<file path="src/rtl/mtr_consts.svh">
`ifndef MTR_CONSTS_SVH
`define MTR_CONSTS_SVH

// bus widths
`define MTR_ADDR_W 8
`define MTR_DATA_W 32

// register byte addresses
`define MTR_OFF_CTRL 8'h80
`define MTR_OFF_SEL 8'h84
`define MTR_OFF_CNT_LO 8'h88
`define MTR_OFF_CNT_HI 8'h8C
`define MTR_OFF_WRAP0 8'h90
`define MTR_OFF_WRAP1 8'h94
`define MTR_OFF_WRAP2 8'h98
`define MTR_OFF_ROUTE 8'h9C
`define MTR_OFF_ROUTE_EXT 8'hA0
`define MTR_OFF_IRQ_STAT 8'hA4
`define MTR_OFF_IRQ_MASK 8'hA8

// timer_control fields
`define MTR_CTRL_RUN 0
`define MTR_CTRL_SYNC 1
`define MTR_CTRL_STATE 2
`define MTR_CTRL_LATCH 3
`define MTR_CTRL_SYNC_RST 1'h1

// selector register fields
`define MTR_SEL_CNT_LSB 0
`define MTR_SEL_WRAP_LSB 4
`define MTR_SEL_EXT 8
`define MTR_SEL_LATCH_CODE 3'h0

// event codes and event vector
`define MTR_NUM_EVT 8
`define MTR_CODE_FIRST_RSV 4'h6
`define MTR_CODE_LAST_EVT 4'h9
`define MTR_CODE_BASIC_NONE 3'h7
`define MTR_CODE_LONG_ONE 4'h8

`endif

</file>
<file path="src/rtl/mtr_pkg.sv">
package mtr_pkg;
    typedef logic [7:0] mtr_byte_type;
    typedef logic [3:0] mtr_code_type;
    typedef enum logic {MTR_IDLE, MTR_RUNNING} mtr_run_state_type;
endpackage

</file>
<file path="src/rtl/mtr_event_router.sv">
`timescale 1ns/1ps
`default_nettype none
`include "mtr_consts.svh"

module mtr_event_router
    import mtr_pkg::*;
(
    // clock and reset
    input wire logic i_clock,
    input wire logic i_rst_n,
    // source selection
    input wire logic [3:0] i_code,
    input wire logic [`MTR_NUM_EVT-1:0] i_events,
    // routed pulse
    output logic o_pulse
);
    logic pulse_ff;
    logic nxt_pulse;

    // codes 6, 7 and 10..15 route nothing
    function automatic logic pick(input mtr_code_type code,
                                  input logic [`MTR_NUM_EVT-1:0] ev);
        logic hit;
        hit = 1'b0;
        if (code < `MTR_CODE_FIRST_RSV) begin
            hit = ev[code[2:0]];
        end else if (code >= `MTR_CODE_LONG_ONE &&
                     code <= `MTR_CODE_LAST_EVT) begin
            hit = ev[{2'h3, code[0]}];
        end
        return hit;
    endfunction

    // selected source
    assign nxt_pulse = pick(i_code, i_events); // see R6

    // registered pulse output
    always_ff @(posedge i_clock) begin
        if (!i_rst_n) begin
            pulse_ff <= 1'b0;
        end else begin
            pulse_ff <= nxt_pulse;
        end
    end

    assign o_pulse = pulse_ff;
endmodule
`default_nettype wire

</file>
<file path="src/rtl/mtr_sticky_irq.sv">
`timescale 1ns/1ps
`default_nettype none
`include "mtr_consts.svh"

module mtr_sticky_irq
    import mtr_pkg::*;
(
    // clock and reset
    input wire logic i_clock,
    input wire logic i_rst_n,
    // event sources
    input wire logic [`MTR_NUM_EVT-1:0] i_events,
    // software access
    input wire logic i_stat_clr,
    input wire logic i_mask_wr,
    input wire logic [`MTR_NUM_EVT-1:0] i_wdata,
    // state and interrupt
    output logic [`MTR_NUM_EVT-1:0] o_status,
    output logic [`MTR_NUM_EVT-1:0] o_mask,
    output logic o_irq
);
    logic [`MTR_NUM_EVT-1:0] stat_ff;
    logic [`MTR_NUM_EVT-1:0] mask_ff;
    logic irq_ff;
    logic [`MTR_NUM_EVT-1:0] nxt_stat;
    logic [`MTR_NUM_EVT-1:0] clr_bits;

    // write one clears, a new event wins over the clear
    assign clr_bits = i_stat_clr ? i_wdata : '0;
    assign nxt_stat = (stat_ff & ~clr_bits) | i_events;

    // status, mask and level interrupt
    always_ff @(posedge i_clock) begin
        if (!i_rst_n) begin
            stat_ff <= '0;
            mask_ff <= '0;
            irq_ff <= 1'b0;
        end else begin
            stat_ff <= nxt_stat;
            if (i_mask_wr) begin
                mask_ff <= i_wdata;
            end
            irq_ff <= |(nxt_stat & (i_mask_wr ? i_wdata : mask_ff));
        end
    end

    assign o_status = stat_ff;
    assign o_mask = mask_ff;
    assign o_irq = irq_ff;
endmodule
`default_nettype wire

</file>
<file path="src/rtl/mtr_timer_ctrl.sv">
// Implementation choice: the APB slave port.
`timescale 1ns/1ps
`default_nettype none
`include "mtr_consts.svh"

// Contract
// With latch mode 0 and selector 000, a low-byte read latches the high byte, and a wrap byte 0 read latches the upper two wrap bytes.
// With latch mode 1 and selector 000, a low-byte read latches the high byte and all three wrap bytes together.
// With the sync bit 0 the timer starts or stops on the next fast clock after the run bit changes.
// With the sync bit 1, its reset value, start or stop waits for the first rising edge of the slow clock.
// Software writes 1 to run and 0 to stop, and reading the run bit gives back the last written value.
// The basic layout routes event output two from bits 6:4 with codes 0..5 as sources, 110 reserved and 111 none.
// The basic layout routes event output one from bits 2:0 with the same codes, bits 7 and 3 reading zero.
// The extended layout routes event output two from bits 7:4, adding 1000 and 1001 for the combined matches, 1010..1110 reserved, 1111 none.
// The extended layout routes event output one from bits 3:0 with the same extended codes.
// Bit 2 of the control register reads 0 while idle and 1 while running, following any deferred start or stop.
// A period event fires when a counter wraps to zero instead of reaching its period, for the count and the wrap counter.
// A combined match fires when the wrap counter equals its compare and the count reaches its matching compare at once.
module mtr_timer_ctrl
    import mtr_pkg::*;
(
    // clock and reset
    input wire logic i_clock,
    input wire logic i_rst_n,
    // apb slave
    input wire logic i_psel,
    input wire logic i_penable,
    input wire logic i_pwrite,
    input wire logic [`MTR_ADDR_W-1:0] i_paddr,
    input wire logic [`MTR_DATA_W-1:0] i_pwdata,
    output logic [`MTR_DATA_W-1:0] o_prdata,
    output logic o_pready,
    output logic o_pslverr,
    // timer core status
    input wire logic i_slow_clock,
    input wire logic [15:0] i_count_value,
    input wire logic [23:0] i_wrap_value,
    input wire logic i_count_match_one,
    input wire logic i_count_match_two,
    input wire logic i_wrap_match_one,
    input wire logic i_wrap_match_two,
    input wire logic i_wrap_equals_one,
    input wire logic i_wrap_equals_two,
    // timer core control and events
    output logic o_timer_running,
    output logic o_event_out_one,
    output logic o_event_out_two,
    output logic o_irq
);
    // software registers
    logic run_ff;
    logic sync_ff;
    logic latch_mode_ff;
    logic [2:0] count_byte_selector_ff;
    logic [2:0] wrap_byte_selector_ff;
    logic ext_layout_ff;
    mtr_byte_type route_basic_ff;
    mtr_byte_type route_ext_ff;
    // snapshot registers
    mtr_byte_type count_hi_ff;
    logic [23:0] wrap_snap_ff;
    // timer state and event history
    mtr_run_state_type state_ff;
    mtr_run_state_type nxt_state;
    logic slow_prev_ff;
    logic [15:0] count_prev_ff;
    logic [23:0] wrap_prev_ff;
    // bus answer
    logic pready_ff;
    logic pslverr_ff;
    logic [`MTR_DATA_W-1:0] prdata_ff;

    // bus phases: reads take effect at setup, writes at completion
    logic setup_rd;
    logic wr_done;
    logic addr_hit;
    logic [`MTR_DATA_W-1:0] rd_word;
    assign setup_rd = i_psel && !i_penable && !i_pwrite;
    assign wr_done = i_psel && i_penable && pready_ff && i_pwrite;

    // register decode
    logic sel_ctrl, sel_sel, sel_cnt_lo, sel_cnt_hi;
    logic sel_w0, sel_w1, sel_w2, sel_route, sel_ext, sel_stat, sel_mask;
    assign sel_ctrl = i_paddr == `MTR_OFF_CTRL;
    assign sel_sel = i_paddr == `MTR_OFF_SEL;
    assign sel_cnt_lo = i_paddr == `MTR_OFF_CNT_LO;
    assign sel_cnt_hi = i_paddr == `MTR_OFF_CNT_HI;
    assign sel_w0 = i_paddr == `MTR_OFF_WRAP0;
    assign sel_w1 = i_paddr == `MTR_OFF_WRAP1;
    assign sel_w2 = i_paddr == `MTR_OFF_WRAP2;
    assign sel_route = i_paddr == `MTR_OFF_ROUTE;
    assign sel_ext = i_paddr == `MTR_OFF_ROUTE_EXT;
    assign sel_stat = i_paddr == `MTR_OFF_IRQ_STAT;
    assign sel_mask = i_paddr == `MTR_OFF_IRQ_MASK;
    assign addr_hit = sel_ctrl | sel_sel | sel_cnt_lo | sel_cnt_hi | sel_w0
        | sel_w1 | sel_w2 | sel_route | sel_ext | sel_stat | sel_mask;

    // snapshot triggers
    logic cnt_sel0, wrap_sel0, lo_read, w0_read;
    assign cnt_sel0 = count_byte_selector_ff == `MTR_SEL_LATCH_CODE;
    assign wrap_sel0 = wrap_byte_selector_ff == `MTR_SEL_LATCH_CODE;
    assign lo_read = setup_rd && sel_cnt_lo && cnt_sel0;
    assign w0_read = setup_rd && sel_w0 && wrap_sel0 && !latch_mode_ff;

    // snapshot capture
    always_ff @(posedge i_clock) begin
        if (!i_rst_n) begin
            count_hi_ff <= 8'h00;
            wrap_snap_ff <= 24'h000000;
        end else begin
            if (lo_read) begin
                count_hi_ff <= i_count_value[15:8]; // see R1
            end
            if (lo_read && latch_mode_ff) begin
                wrap_snap_ff <= i_wrap_value;
            end else if (w0_read) begin
                wrap_snap_ff[23:8] <= i_wrap_value[23:8];
            end
        end
    end

    // window read values, wrap byte 0 is live unless snapshot mode
    mtr_byte_type lo_rd, hi_rd, w0_rd, w1_rd, w2_rd;
    assign lo_rd = cnt_sel0 ? i_count_value[7:0] : 8'h00;
    assign hi_rd = cnt_sel0 ? count_hi_ff : 8'h00;
    assign w0_rd = !wrap_sel0 ? 8'h00 :
        (latch_mode_ff ? wrap_snap_ff[7:0] : i_wrap_value[7:0]);
    assign w1_rd = wrap_sel0 ? wrap_snap_ff[15:8] : 8'h00;
    assign w2_rd = wrap_sel0 ? wrap_snap_ff[23:16] : 8'h00;

    // control word: run reads back as written, state shows the timer
    mtr_byte_type ctrl_rd, route_rd;
    assign ctrl_rd = {4'h0, latch_mode_ff, state_ff == MTR_RUNNING,
                      sync_ff, run_ff}; // see R5
    assign route_rd = {1'b0, route_basic_ff[6:4], 1'b0,
                       route_basic_ff[2:0]};

    // events and interrupt state
    logic [`MTR_NUM_EVT-1:0] events;
    logic [`MTR_NUM_EVT-1:0] irq_stat;
    logic [`MTR_NUM_EVT-1:0] irq_mask;

    // read data selection
    assign rd_word =
        sel_ctrl ? {24'h000000, ctrl_rd} :
        sel_sel ? {23'h000000, ext_layout_ff, 1'b0, wrap_byte_selector_ff,
                   1'b0, count_byte_selector_ff} :
        sel_cnt_lo ? {24'h000000, lo_rd} :
        sel_cnt_hi ? {24'h000000, hi_rd} :
        sel_w0 ? {24'h000000, w0_rd} :
        sel_w1 ? {24'h000000, w1_rd} :
        sel_w2 ? {24'h000000, w2_rd} :
        sel_route ? {24'h000000, route_rd} :
        sel_ext ? {24'h000000, route_ext_ff} :
        sel_stat ? {24'h000000, irq_stat} :
        sel_mask ? {24'h000000, irq_mask} : 32'h00000000;

    // apb answer: one wait-free access phase, error on unmapped address
    always_ff @(posedge i_clock) begin
        if (!i_rst_n) begin
            pready_ff <= 1'b0;
            pslverr_ff <= 1'b0;
            prdata_ff <= 32'h00000000;
        end else begin
            pready_ff <= i_psel && !i_penable;
            if (i_psel && !i_penable) begin
                pslverr_ff <= !addr_hit;
                prdata_ff <= i_pwrite ? 32'h00000000 : rd_word;
            end else begin
                pslverr_ff <= 1'b0;
            end
        end
    end

    // software register writes
    always_ff @(posedge i_clock) begin
        if (!i_rst_n) begin
            run_ff <= 1'b0;
            sync_ff <= `MTR_CTRL_SYNC_RST;
            latch_mode_ff <= 1'b0;
            count_byte_selector_ff <= 3'h0;
            wrap_byte_selector_ff <= 3'h0;
            ext_layout_ff <= 1'b0;
            route_basic_ff <= 8'h00;
            route_ext_ff <= 8'h00;
        end else if (wr_done) begin
            if (sel_ctrl) begin
                run_ff <= i_pwdata[`MTR_CTRL_RUN];
                sync_ff <= i_pwdata[`MTR_CTRL_SYNC];
                latch_mode_ff <= i_pwdata[`MTR_CTRL_LATCH];
            end
            if (sel_sel) begin
                count_byte_selector_ff <= i_pwdata[`MTR_SEL_CNT_LSB+:3];
                wrap_byte_selector_ff <= i_pwdata[`MTR_SEL_WRAP_LSB+:3];
                ext_layout_ff <= i_pwdata[`MTR_SEL_EXT];
            end
            if (sel_route) begin
                route_basic_ff <= i_pwdata[7:0] & 8'h77;
            end
            if (sel_ext) begin
                route_ext_ff <= i_pwdata[7:0];
            end
        end
    end

    // start and stop, immediate or on the slow clock rising edge
    logic slow_rise;
    assign slow_rise = i_slow_clock && !slow_prev_ff;
    always_comb begin
        nxt_state = state_ff;
        case (state_ff)
            MTR_IDLE: begin
                if (run_ff && (!sync_ff || slow_rise)) begin // see R3
                    nxt_state = MTR_RUNNING;
                end
            end
            MTR_RUNNING: begin
                if (!run_ff && (!sync_ff || slow_rise)) begin // see R3
                    nxt_state = MTR_IDLE;
                end
            end
            default: begin
                nxt_state = MTR_IDLE;
            end
        endcase
    end

    // timer state and counter history
    always_ff @(posedge i_clock) begin
        if (!i_rst_n) begin
            state_ff <= MTR_IDLE;
            slow_prev_ff <= 1'b0;
            count_prev_ff <= 16'h0000;
            wrap_prev_ff <= 24'h000000;
        end else begin
            state_ff <= nxt_state;
            slow_prev_ff <= i_slow_clock;
            count_prev_ff <= i_count_value;
            wrap_prev_ff <= i_wrap_value;
        end
    end
    assign o_timer_running = state_ff == MTR_RUNNING;

    // event sources: wraps to zero, direct matches and combined matches
    logic running;
    assign running = state_ff == MTR_RUNNING;
    assign events[0] = running && count_prev_ff != 16'h0000 &&
        i_count_value == 16'h0000;
    assign events[1] = i_count_match_one;
    assign events[2] = i_count_match_two;
    assign events[3] = running && wrap_prev_ff != 24'h000000 &&
        i_wrap_value == 24'h000000;
    assign events[4] = i_wrap_match_one;
    assign events[5] = i_wrap_match_two;
    assign events[6] = i_wrap_equals_one && i_count_match_one;
    assign events[7] = i_wrap_equals_two && i_count_match_two;

    // route codes per output, basic codes padded to four bits
    logic [3:0] code_one, code_two;
    assign code_one = ext_layout_ff ? route_ext_ff[3:0] :
        {1'b0, route_basic_ff[2:0]}; // see R7
    assign code_two = ext_layout_ff ? route_ext_ff[7:4] :
        {1'b0, route_basic_ff[6:4]}; // see R6

    // two event routers
    logic [1:0] routed;
    logic [3:0] codes [2];
    assign codes[0] = code_one;
    assign codes[1] = code_two;
    genvar g;
    generate
        for (g = 0; g < 2; g++) begin : g_route
            mtr_event_router u_router (
                .i_clock(i_clock),
                .i_rst_n(i_rst_n),
                .i_code(codes[g]),
                .i_events(events),
                .o_pulse(routed[g])
            );
        end
    endgenerate
    assign o_event_out_one = routed[0];
    assign o_event_out_two = routed[1];

    // sticky status, mask and interrupt
    mtr_sticky_irq u_irq (
        .i_clock(i_clock),
        .i_rst_n(i_rst_n),
        .i_events(events),
        .i_stat_clr(wr_done && sel_stat),
        .i_mask_wr(wr_done && sel_mask),
        .i_wdata(i_pwdata[`MTR_NUM_EVT-1:0]),
        .o_status(irq_stat),
        .o_mask(irq_mask),
        .o_irq(o_irq)
    );

    assign o_prdata = prdata_ff;
    assign o_pready = pready_ff;
    assign o_pslverr = pslverr_ff;

    // checks
    chk_hi_latch: assert property (@(posedge i_clock) disable iff (!i_rst_n)
        lo_read |=> count_hi_ff == $past(i_count_value[15:8]))
        else $error("high byte not latched on low read");
    chk_wrap_upper: assert property (@(posedge i_clock)
        disable iff (!i_rst_n)
        w0_read |=> wrap_snap_ff[23:8] == $past(i_wrap_value[23:8]))
        else $error("wrap upper bytes not latched");
    chk_coherent_snap: assert property (@(posedge i_clock)
        disable iff (!i_rst_n)
        lo_read && latch_mode_ff |=> wrap_snap_ff == $past(i_wrap_value)
        ##1 $stable(wrap_snap_ff) || $past(lo_read || w0_read))
        else $error("snapshot not coherent");
    chk_sync_now: assert property (@(posedge i_clock) disable iff (!i_rst_n)
        !sync_ff && run_ff != o_timer_running |=>
        o_timer_running == $past(run_ff))
        else $error("immediate start or stop missed");
    chk_sync_wait: assert property (@(posedge i_clock) disable iff (!i_rst_n)
        sync_ff && !slow_rise |=> $stable(o_timer_running))
        else $error("deferred change without slow edge");
    chk_run_back: assert property (@(posedge i_clock) disable iff (!i_rst_n)
        wr_done && sel_ctrl |=> run_ff == $past(i_pwdata[0]))
        else $error("run bit not written");
    chk_route_none: assert property (@(posedge i_clock)
        disable iff (!i_rst_n)
        !ext_layout_ff && route_basic_ff[2:0] == `MTR_CODE_BASIC_NONE
        |=> !o_event_out_one)
        else $error("no-event code produced a pulse");
    chk_route_period: assert property (@(posedge i_clock)
        disable iff (!i_rst_n)
        code_two == 4'h0 |=> o_event_out_two == $past(events[0]))
        else $error("period event not routed");
    chk_route_long: assert property (@(posedge i_clock)
        disable iff (!i_rst_n)
        ext_layout_ff && route_ext_ff[3:0] == `MTR_CODE_LONG_ONE
        |=> o_event_out_one == $past(events[6])) // see R8
        else $error("combined match not routed");
    chk_state_bit: assert property (@(posedge i_clock)
        disable iff (!i_rst_n)
        setup_rd && sel_ctrl |=> o_prdata[2] == $past(o_timer_running)
        && o_prdata[7:4] == 4'h0)
        else $error("state bit read wrong");
    chk_period_hit: assert property (@(posedge i_clock)
        disable iff (!i_rst_n)
        running && i_count_value == 16'h0000 && count_prev_ff == 16'h0001
        |-> events[0])
        else $error("wrap to zero gave no period event");
    chk_combined: assert property (@(posedge i_clock) disable iff (!i_rst_n)
        events[7] |-> i_wrap_equals_two && i_count_match_two)
        else $error("combined match without both matches");
endmodule
`default_nettype wire

</file>
<file path="config.mk">
export PLATFORM = sky130hd
export DESIGN_NAME = mtr_timer_ctrl
export DESIGN_NICKNAME = d
export VERILOG_FILES = /design/src/rtl/mtr_pkg.sv /design/src/rtl/mtr_event_router.sv /design/src/rtl/mtr_sticky_irq.sv /design/src/rtl/mtr_timer_ctrl.sv
export VERILOG_INCLUDE_DIRS = /design/src /design/src/rtl
export SDC_FILE = /design/constraint.sdc
export NUM_CORES = 1
export LEC_CHECK = 0
export CORE_MARGIN = 2
export CORE_UTILIZATION = 55
export CTS_CLUSTER_DIAMETER = 100
export DETAILED_ROUTE_END_ITERATION = 12
export DONT_BUFFER_PORTS = 1
export PLACE_DENSITY = 0.72
export RECOVER_POWER = 25
export SETUP_SLACK_MARGIN = 0.2
export SLEW_MARGIN = 10
export SYNTH_ARGS = -nofsm -noshare
export SYNTH_HDL_FRONTEND = slang
export SYNTH_SLANG_ARGS = --single-unit
</file>
<file path="constraint.sdc">
create_clock -name i_clock -period 6 [get_ports i_clock]
set_input_delay 1.2 -clock i_clock [delete_from_list [all_inputs] [get_ports i_clock]]
set_output_delay 1.2 -clock i_clock [all_outputs]
set_load 0.005 [all_outputs]
</file>
# After elaboration in Yosys (flattened, before gate mapping)
# Cells that the tools add are included.
totals:
  register_bits: 151
  inputBits: 92
  output_inout_bits: 38
  elab_cells: 143
classes:
  n_lt_le_gt_ge: 10
  eq_ne: 11
  muxes: 39
  n_bitwise: 15
  reduce_logical: 45
op_table:
  columns: ["operator", "count"]
  rows:
  - ["8-bit 2-to-1 mux", 17]
  - ["8-bit equality test, second input constant", 11]
  - ["16-bit 2-to-1 mux", 2]
  - ["9-bit 2-to-1 mux", 3]
  - ["1-bit logical AND", 24]
  - ["24-bit zero test", 1]
  - ["24-bit nonzero test", 1]
  - ["8-bit AND", 2]
  - ["16-bit zero test", 1]
  - ["3-bit by 4-bit < comparator with 1-bit output, second input constant", 4]
  - ["16-bit nonzero test", 1]
  - ["1-bit 2-to-1 mux", 12]
  - ["1-bit OR", 10]
  - ["2-bit AND reduction", 5]
  - ["4-bit >= comparator, second input constant", 2]
  - ["4-bit <= comparator, second input constant", 2]
  - ["4-bit by 3-bit < comparator with 1-bit output, second input constant", 2]
  - ["4-bit 2-to-1 mux", 2]
  - ["8-bit inverter", 1]
  - ["8-bit OR", 1]
  - ["8-bit OR reduction", 1]
  - ["1-bit zero test", 7]
  - ["1-bit binary-select mux with 3-bit select", 2]
  - ["3-bit zero test", 2]
  - ["4 further kinds", 4]

# Depth between registers and ports, before layout
# Gate-level depths: netlist (run 1).
depth:
  word_depth: 13
  ltp_mapped: 9
  mapped_depth_nobuf: 6

# By module
# A second synthesis (run 1) with hierarchy kept.
hier_totals:
  cells_unflattened: 699
  hier_area_um2: 6232.2
by_module_without_submodules:
  columns: ["mod", "n_inst", "cells_each", "area_each_um2", "seq_area_each_um2"]
  rows:
  - ["mtr_timer_ctrl", 1, 614, 5365.1, 2182.1]
  - ["mtr_sticky_irq", 1, 65, 666.9, 340.3]
  - ["mtr_event_router", 2, 10, 100.1, 20.0]

# Worst setup path before layout (run 1)
# No wires, ideal clock.
synth_timing:
  kind: "input-to-reg"
  startpoint: "input port i_paddr[3]"
  endpoint: "register u_irq.irq_ff (netlist: u_irq.o_irq)"
  setup_ns: 0.125
  arrival_ns: 2.751
  required_time_ns: 5.875
  slack_ns: 3.124
  cell_stages: 7
  n_path_buf: 1
  path_cell_list: "buf_6 > or4b_4 > nor3_4 > nand2_1 > a21oi_1 > o22ai_1 > o41a_1"
synth_via:
  elab_chain_cells: 8
  elab_cells_between_ends: 11
  cone_classes: "eq/ne (2); mux (2); bitwise (4); reduce/logical (3)"
synth_rtl:
  columns: ["item", "line_no", "text"]
  rows:
  - ["start: declaration", "mtr_timer_ctrl.sv:29", "input wire logic [`MTR_ADDR_W-1:0] i_paddr,"]
  - ["8-bit equality test (no source line)", null, null]
  - ["1-bit logical AND", "mtr_timer_ctrl.sv:290", ".i_stat_clr(wr_done && sel_stat),"]
  - ["8-bit 2-to-1 mux", "mtr_sticky_irq.sv:29", "assign clr_bits = i_stat_clr ? i_wdata : '0;"]
  - ["8-bit inverter", "mtr_sticky_irq.sv:30", "assign nxt_stat = (stat_ff & ~clr_bits) | i_events;"]
  - ["8-bit AND", "mtr_sticky_irq.sv:30", null]
  - ["8-bit OR", "mtr_sticky_irq.sv:30", null]
  - ["8-bit AND (*)", "mtr_sticky_irq.sv:43", "irq_ff <= |(nxt_stat & (i_mask_wr ? i_wdata : mask_ff));"]
  - ["8-bit OR reduction (*)", "mtr_sticky_irq.sv:43", null]
  - ["end signal: assignment", "mtr_sticky_irq.sv:43", null]
  - ["end: declaration", "mtr_sticky_irq.sv:24", "logic irq_ff;"]
# Every way passes the cells marked *; elsewhere a longest branch is shown, timed or not.
# A chain may end at the register's enable or synchronous reset.

# Final worst setup path (run 1)
layout_timing:
  startpoint: "input port i_paddr[5]"
  endpoint: "register wrap_snap_ff[17]"
layout_via:
  elab_chain_cells: 5
  elab_cells_between_ends: 10
  cone_classes: "eq/ne (2); mux (1); reduce/logical (7)"
layout_rtl:
  columns: ["item", "line_no", "text"]
  rows:
  - ["8-bit equality test (no source line)", null, null]
  - ["1-bit logical AND, on equally long branches (2 in series)", "mtr_timer_ctrl.sv:102, mtr_timer_ctrl.sv:103", null]
  - ["1-bit logical AND, on equally long branches", "mtr_timer_ctrl.sv:114, mtr_timer_ctrl.sv:103", null]
  - ["16-bit 2-to-1 mux or 2-bit nonzero test (tied branches)", null, null]
  - ["end signal: assignment", "mtr_timer_ctrl.sv:115", "wrap_snap_ff <= i_wrap_value;"]
  - ["end signal: assignment", "mtr_timer_ctrl.sv:117", "wrap_snap_ff[23:8] <= i_wrap_value[23:8];"]
  - ["end: declaration", "mtr_timer_ctrl.sv:61", "logic [23:0] wrap_snap_ff;"]
# Parallel ways exist; a longest one is shown, timed or not.

==> metrics.txt, run 1 <==
# TYPE chip_impl_metric gauge
chip_impl_metric{name="gr-total-overflow",unit=""} 0
chip_impl_metric{name="period_share",unit=""} 0.4565
chip_impl_metric{name="grtUsageTotal",unit=""} 0.2905
chip_impl_metric{name="wl_per_cell",unit="um"} 19.71
chip_impl_info{name="result_of_the_run",value="finished clean"} 1
chip_impl_metric{name="async_flop_share",unit=""} 0
chip_impl_metric{name="grt_first_pass_wirelength",unit="um"} 26040
chip_impl_metric{name="finClkSkew",unit="ns"} 0.006482
chip_impl_metric{name="cts_inserted_buffers",unit=""} 17
chip_impl_metric{name="depth_of_the_most_critical_reg_to_reg_path",unit=""} 7
chip_impl_metric{name="clockPowerShare",unit=""} 0.531
chip_impl_metric{name="fin_area",unit="um^2"} 6545
chip_impl_metric{name="detailed_place_hpwl",unit="um"} 12090
chip_impl_metric{name="post_cts_hold_buffer_count",unit=""} 0
chip_impl_metric{name="hold_violations",unit=""} 0
chip_impl_metric{name="die-width",unit="um"} 108.2
chip_impl_metric{name="clock_tree.htree_level_count",unit=""} 4
chip_impl_metric{name="pwr_density_cell",unit="nW/um^2"} 309.1
chip_impl_metric{name="power.ir.vdd_worst",unit="mV"} 0.2163
chip_impl_metric{name="grt_start_max_net_pins",unit=""} 51
chip_impl_metric{name="port-buffer-count",unit=""} 0
chip_impl_metric{name="grt_antenna_before_repair",unit=""} 0
chip_impl_metric{name="first_global_vias",unit=""} 5041
chip_impl_info{name="cp-end-kind",value="flop"} 1
chip_impl_metric{name="syn_avg_cell_area",unit="um^2"} 8.388
chip_impl_info{name="element_type_at_the_critical_path_start",value="input port"} 1
chip_impl_metric{name="drv_cap",unit=""} 0
chip_impl_metric{name="grt_use_met2",unit=""} 0.4708
chip_impl_metric{name="finalSetupViolations",unit=""} 0
chip_impl_metric{name="layoutNonFillerInstCount",unit=""} 850
chip_impl_metric{name="clkSinkCount",unit=""} 128
chip_impl_info{name="cts-root-buf",value="clkbuf_8"} 1
chip_impl_metric{name="detail_route.vias_per_cell",unit=""} 6.209
chip_impl_metric{name="synth_seq_area_share",unit=""} 0.4291
chip_impl_metric{name="max_freq",unit="GHz"} 0.3651
chip_impl_info{name="setup_repair_after_global_routing_missed_its_margin",value="no"} 1
chip_impl_metric{name="finish.utilization",unit=""} 0.6118
chip_impl_metric{name="cp.required",unit="ns"} 6.45
chip_impl_metric{name="clk_pin_slew_worst_paths",unit="ns"} 0.06
chip_impl_metric{name="reg2reg_slack",unit="ns"} 3.51
chip_impl_info{name="synth-main-ff-cell",value="dfxtp_1"} 1
chip_impl_metric{name="antennaDiodeCount",unit=""} 0
chip_impl_metric{name="synth.distinct_cells",unit=""} 58
chip_impl_metric{name="switchingPower",unit="mW"} 0.4766
chip_impl_info{name="cts_tree",value="yes"} 1
chip_impl_metric{name="syn_area",unit="um^2"} 5972
chip_impl_metric{name="coreArea",unit="um^2"} 10700
chip_impl_metric{name="postSynthRegisterBits",unit=""} 128
chip_impl_metric{name="dpl-instance-area",unit="um^2"} 5932
chip_impl_metric{name="final_layout_size_suffix_gt1_frac",unit=""} 0.07324
chip_impl_metric{name="area_delta_synth_final",unit="%"} 9.596
chip_impl_metric{name="drt-initial-drc-count",unit=""} 575
chip_impl_metric{name="insertion_delay",unit="ns"} 0.53
chip_impl_info{name="grt.busiest_layer",value="met2"} 1
chip_impl_metric{name="cts_buffer_depth",unit=""} 2
chip_impl_info{name="critical_path.reg2reg.endpoint",value="wrap_snap_ff[18]$_SDFFE_PN0P_"} 1
chip_impl_info{name="whs_endpoint",value="count_hi_ff[2]$_SDFFE_PN0P_"} 1
chip_impl_metric{name="slew_headroom",unit=""} 0.2545
chip_impl_metric{name="drt.antenna.violating_nets",unit=""} 0
chip_impl_metric{name="post-place-cells",unit=""} 818
chip_impl_metric{name="post_synth_inst_count",unit=""} 712
chip_impl_metric{name="finalCriticalPeriod",unit="ns"} 2.739
chip_impl_metric{name="ios",unit=""} 130
chip_impl_info{name="hold_path_class",value="reg -> reg"} 1
chip_impl_metric{name="number_of_buffers_added_for_setup_after_cts",unit=""} 0
chip_impl_metric{name="floorplan.die_area",unit="um^2"} 11710
chip_impl_metric{name="std_cell_rows",unit=""} 38
chip_impl_metric{name="via_count",unit=""} 5278
chip_impl_info{name="worstHoldStart",value="count_hi_ff[2]$_SDFFE_PN0P_"} 1
chip_impl_metric{name="p_leak",unit="nW"} 2.339
chip_impl_metric{name="ys.warnings.count",unit=""} 0
chip_impl_metric{name="seq_power_share",unit=""} 0.432
chip_impl_metric{name="number_of_pins_exceeding_their_max_slew_limit_in_the_final_report",unit=""} 0
chip_impl_metric{name="gp_congestion",unit=""} 0.9050
chip_impl_metric{name="remaining_drc_errors",unit=""} 0
chip_impl_info{name="worstReg2RegStart",value="count_byte_selector_ff[2]$_SDFFE_PN0P_"} 1
chip_impl_metric{name="synth_edf_count",unit=""} 0
chip_impl_metric{name="drt_pass1_iterations",unit=""} 5
chip_impl_metric{name="hold-path-cell-count",unit=""} 2
chip_impl_metric{name="use_met3",unit=""} 0.07836
chip_impl_metric{name="cts_resized",unit=""} 0
chip_impl_metric{name="switching_fraction_of_total_power",unit=""} 0.2355
chip_impl_metric{name="internal_power",unit="mW"} 1.547
chip_impl_metric{name="power_frac_comb",unit=""} 0.037
chip_impl_metric{name="setup_tns",unit="ns"} 0
chip_impl_info{name="timing_worst_setup_path_type",value="in -> reg"} 1
chip_impl_metric{name="finish.net_count",unit=""} 789
chip_impl_metric{name="critPathArrivalTime",unit="ns"} 3.18
chip_impl_metric{name="postRouteWirelength",unit="um"} 16760
chip_impl_metric{name="die_height",unit="um"} 108.2
chip_impl_metric{name="timing.critical_path.fanout_max",unit=""} 16
chip_impl_metric{name="worstMarginPinSlew",unit="ns"} 1.111
chip_impl_metric{name="initial_core_util",unit=""} 0.5582
chip_impl_metric{name="grt.met1_usage",unit=""} 0.3622
-- critical path: stages --
cell and delay, ns:
nor4b_4 0.54, and3_1 0.46, and2_1 0.21, o21a_1 0.45, nand2_1 0.14, a21oi_1 0.17
-- layout by cell type (no fill, tap or decap), drive strengths merged, types with 9 or more instances in the layout --
master	count
conb	23
a31oi	9
and2	43
mux2i	48
nor2	75
o21ai	28
nor3	15
nand3	13
nor4	15
nand2	99
inv	19
a21oi	67
clkbuf	17
dfxtp	128
-- Yosys cell counts (4+ instances only) --
cell type / count / area share
a32oi_1: 5 / 0.0073
and3_1: 6 / 0.0063
nand4_1: 6 / 0.0063
a22oi_1: 4 / 0.0050
inv_1: 11 / 0.0069
o21ai_0: 27 / 0.023
a311oi_1: 4 / 0.0059
buf_4: 23 / 0.029
and2_1: 43 / 0.045
buf_2: 10 / 0.0084
dfxtp_1: 128 / 0.43
a211oi_1: 5 / 0.0063
a221oi_1: 7 / 0.010
o211ai_1: 4 / 0.0050
clkbuf_1: 27 / 0.017
nor2b_1: 4 / 0.0042
a31oi_1: 9 / 0.0094
mux2i_1: 48 / 0.080
o22ai_1: 7 / 0.0073
nor2_1: 75 / 0.047
nand2b_1: 5 / 0.0052
nand2_1: 99 / 0.062
nand3_1: 13 / 0.011
o21a_1: 4 / 0.0050
nor3_1: 10 / 0.0084
nor4_1: 15 / 0.016
a21boi_0: 5 / 0.0063
a21oi_1: 66 / 0.055
-- power by group through the flow --
stage / combinational (mW) / clock [mW] / sequential [mW]
floorplan: 0.0786 / 0 / 0.891
global placement: 0.0705 / 0 / 0.892
detailed placement: 0.0726 / 0 / 0.893
CTS: 0.0732 / 1.08 / 0.874
global route: 0.0821 / 1.12 / 0.876
finish: 0.0743 / 1.07 / 0.874
-- worst max path at each step --
stage	end	cells past startpoint	start	slack [ns]
floorplan	u_irq.o_irq$_SDFF_PN0_	7	i_paddr[3]	3.12
CTS	wrap_snap_ff[17]$_SDFFE_PN0P_	6	i_paddr[5]	3.30
finish	wrap_snap_ff[17]$_SDFFE_PN0P_	6	i_paddr[5]	3.26
global placement	wrap_snap_ff[9]$_SDFFE_PN0P_	6	i_paddr[5]	2.88
detailed placement	wrap_snap_ff[17]$_SDFFE_PN0P_	6	i_paddr[5]	2.79
global route	wrap_snap_ff[17]$_SDFFE_PN0P_	7	i_paddr[3]	3.05
-- kinds of logic after synthesis --
kind of cell	Yosys count	share of synthesized area
and+or+nand+nor	304	0.2623
xor gates and xnor gates	1	0.001467
muxes	49	0.08234
buffers and inverters	72	0.06306
DFF	128	0.4291
AOI/OAI and AO/OA	157	0.1611
other	1	0.0006279
-- area by class of cell --
class / instances / area, um^2
clock buffers: 17 / 414.1
fillers: 924 / 4153
well taps: 140 / 175.2
clock inverters: 15 / 198.9
repair buffers: 5 / 37.54
inverters: 11 / 41.29
multi-input cells: 534 / 3115
flip-flops and latches: 128 / 2562
-- metrics by stage --
step                power, mW  hold slack [ns]  worst slack [ns]
finish                  2.023           0.4561             3.261
global placement       0.9629           0.4373             2.879
global route            2.082           0.4808             3.049
floorplan              0.9698           0.4315             3.124
CTS                     2.029           0.4564             3.305
detailed placement     0.9660           0.4463             2.789
-- sequential cells by signal, indices dropped and copies added (netlist names), named ones only --
name,cells
count_byte_selector_ff,3
count_hi_ff,8
count_prev_ff,16
ext_layout_ff,1
g_route.u_router.o_pulse,2
latch_mode_ff,1
o_prdata,9
o_pready,1
o_pslverr,1
route_basic_ff,6
route_ext_ff,8
run_ff,1
slow_prev_ff,1
sync_ff,1
u_irq.o_irq,1
u_irq.o_mask,8
u_irq.o_status,8
wrap_byte_selector_ff,3
wrap_prev_ff,24
wrap_snap_ff,24
-- layer usage --
| metal | up-vias | part of all wire |
|---|---|---|
| li1 | 2438 | - |
| met1 | 2521 | 0.41 |
| met2 | 277 | 0.48 |
| met3 | 42 | 0.091 |
| met4 | 0 | 0.027 |
| met5 | - | 0 |
(Power assumes the default switching activity.)
==> inputs of run 2 (changes only) <==
Settings changed: PLACE_DENSITY 0.72 to 0.75.
Clock period 6 ns to 2.3 ns, I/O delays scaled along.
==> metrics.txt, run 2 (synthesis gave the netlist of run 1 again) <==
# TYPE chip_impl_metric gauge
chip_impl_metric{name="grt_first_pass_wirelength",unit="um"} 26520
chip_impl_metric{name="finClkSkew",unit="ns"} 0.01076
chip_impl_metric{name="timing.critical_path.fanout_max",unit=""} 8
chip_impl_metric{name="setup_tns",unit="ns"} 0
chip_impl_metric{name="critPathArrivalTime",unit="ns"} 2.43
chip_impl_metric{name="cts_buffer_depth",unit=""} 2
chip_impl_metric{name="std_cell_rows",unit=""} 38
chip_impl_metric{name="drv_cap",unit=""} 0
chip_impl_metric{name="pwr_density_cell",unit="nW/um^2"} 780.6
chip_impl_metric{name="drt_pass1_iterations",unit=""} 5
chip_impl_metric{name="postRouteWirelength",unit="um"} 17210
chip_impl_metric{name="area_delta_synth_final",unit="%"} 13.60
chip_impl_metric{name="drt-initial-drc-count",unit=""} 555
chip_impl_metric{name="detailed_place_hpwl",unit="um"} 12560
chip_impl_info{name="cts-root-buf",value="clkbuf_8"} 1
chip_impl_metric{name="drt.antenna.violating_nets",unit=""} 0
chip_impl_metric{name="insertion_delay",unit="ns"} 0.54
chip_impl_metric{name="clock_tree.htree_level_count",unit=""} 4
chip_impl_info{name="setup_repair_after_global_routing_missed_its_margin",value="no"} 1
chip_impl_metric{name="number_of_pins_exceeding_their_max_slew_limit_in_the_final_report",unit=""} 0
chip_impl_metric{name="coreArea",unit="um^2"} 10700
chip_impl_metric{name="slew_headroom",unit=""} 0.5699
chip_impl_metric{name="max_freq",unit="GHz"} 0.4966
chip_impl_info{name="layout_common_cells",value="dfxtp_1 (128), nand2_1 (99), nor2_1 (75)"} 1
chip_impl_metric{name="first_global_vias",unit=""} 5172
chip_impl_metric{name="finish.utilization",unit=""} 0.6342
chip_impl_metric{name="ios",unit=""} 130
chip_impl_metric{name="gr-total-overflow",unit=""} 0
chip_impl_metric{name="hold_violations",unit=""} 0
chip_impl_metric{name="remaining_drc_errors",unit=""} 0
chip_impl_metric{name="period_share",unit=""} 0.8755
chip_impl_info{name="hold_path_class",value="in -> reg"} 1
chip_impl_metric{name="power.ir.vdd_worst",unit="mV"} 0.5989
chip_impl_info{name="timing_worst_setup_path_type",value="reg -> reg"} 1
chip_impl_metric{name="via_count",unit=""} 5338
chip_impl_info{name="element_type_at_the_critical_path_start",value="flop"} 1
chip_impl_metric{name="dpl-instance-area",unit="um^2"} 6127
chip_impl_metric{name="floorplan.die_area",unit="um^2"} 11710
chip_impl_metric{name="detail_route.vias_per_cell",unit=""} 6.129
chip_impl_metric{name="antennaDiodeCount",unit=""} 0
chip_impl_metric{name="grt_start_max_net_pins",unit=""} 51
chip_impl_metric{name="p_leak",unit="nW"} 2.458
chip_impl_metric{name="grtUsageTotal",unit=""} 0.2984
chip_impl_metric{name="clk_pin_slew_worst_paths",unit="ns"} 0.06
chip_impl_metric{name="port-buffer-count",unit=""} 0
chip_impl_metric{name="wl_per_cell",unit="um"} 19.76
chip_impl_metric{name="finish.net_count",unit=""} 811
chip_impl_metric{name="cts_inserted_buffers",unit=""} 17
chip_impl_info{name="leading_cell_type_in_the_layout_fill_and_taps_excluded",value="dfxtp_1"} 1
chip_impl_metric{name="die-width",unit="um"} 108.2
chip_impl_metric{name="final_layout_size_suffix_gt1_frac",unit=""} 0.1081
chip_impl_info{name="cp-end-kind",value="flop"} 1
chip_impl_metric{name="fin_area",unit="um^2"} 6784
chip_impl_metric{name="finalSetupViolations",unit=""} 0
chip_impl_info{name="cts_tree",value="yes"} 1
chip_impl_metric{name="grt_antenna_before_repair",unit=""} 0
chip_impl_metric{name="cp.required",unit="ns"} 2.71
chip_impl_metric{name="gp_congestion",unit=""} 0.9757
chip_impl_metric{name="clkSinkCount",unit=""} 128
chip_impl_info{name="result_of_the_run",value="finished clean"} 1
chip_impl_info{name="largestRegisters",value="wrap_prev_ff x24, wrap_snap_ff x24, count_prev_ff x16"} 1
chip_impl_metric{name="die_height",unit="um"} 108.2
chip_impl_metric{name="power",unit="mW"} 5.296
chip_impl_metric{name="worstMarginPinSlew",unit="ns"} 0.6451
chip_impl_metric{name="finalCriticalPeriod",unit="ns"} 2.014
chip_impl_metric{name="initial_core_util",unit=""} 0.5582
## run 2: area by class of cell
class / count / area [um^2]
fillers: 886 / 3914
multi-input cells: 534 / 3159
flip-flops and latches: 128 / 2562
clock buffers: 19 / 431.7
repair buffers: 27 / 230.2
clock inverters: 12 / 183.9
well taps: 140 / 175.2
inverters: 11 / 41.29
## run 2: worst paths after layout
kind	startpoint	endpoint	slack (ns)	depth (start not counted)
worst max-delay path	o_pready$_SDFF_PN0_	u_irq.o_irq$_SDFF_PN0_	0.29	6
worst min-delay path	i_wrap_value[1]	wrap_prev_ff[1]$_SDFF_PN0_	0.04	1
worst min register to register	wrap_snap_ff[6]$_SDFFE_PN0P_	wrap_snap_ff[6]$_SDFFE_PN0P_	0.46	2
worst max register to register	o_pready$_SDFF_PN0_	u_irq.o_irq$_SDFF_PN0_	0.29	6
## run 2: through the flow
stage,setup slack [ns],hold slack (ns),std cells
after floorplan,0.2012,0.4315,734
after global placement,0.1045,0.4374,838
after detailed placement,0.07310,0.4460,838
after CTS,0.2092,0.03234,871
after global routing,0.2226,0.02074,871
final,0.2864,0.04003,871
## run 2: worst max-delay path, stage by stage (launching register included)
cell	delay [ns]
dfxtp_1	0.43
and4_1	0.25
and3_1	0.23
buf_12	0.16
mux2i_1	0.28
o22ai_1	0.13
o41a_1	0.41
## run 2: routing by layer
metal / vias up / GRT usage / part of all wire
met3: 52 / 0.09885 / 0.099
met1: 2511 / 0.3479 / 0.39
met5: - / 0 / 0
met4: 0 / 0.1630 / 0.043
li1: 2484 / - / -
met2: 291 / 0.4843 / 0.47
## run 2: power by group
part / switching, mW / total (mW) / internal (mW)
combinational: 0.120 / 0.212 / 0.0913
clock: 1.01 / 2.80 / 1.79
sequential: 0.0193 / 2.29 / 2.27
total: 1.15 / 5.30 / 4.15
## run 2: what timing repair did
item | in CTS | in global routing
setup endpoints to repair | 16 | 1
hold buffers | 1 | 0
setup buffers | 1 | 0
resized for setup | 1 | 5
pin swaps | 1 | 1
hold endpoints to repair | 1 | 0
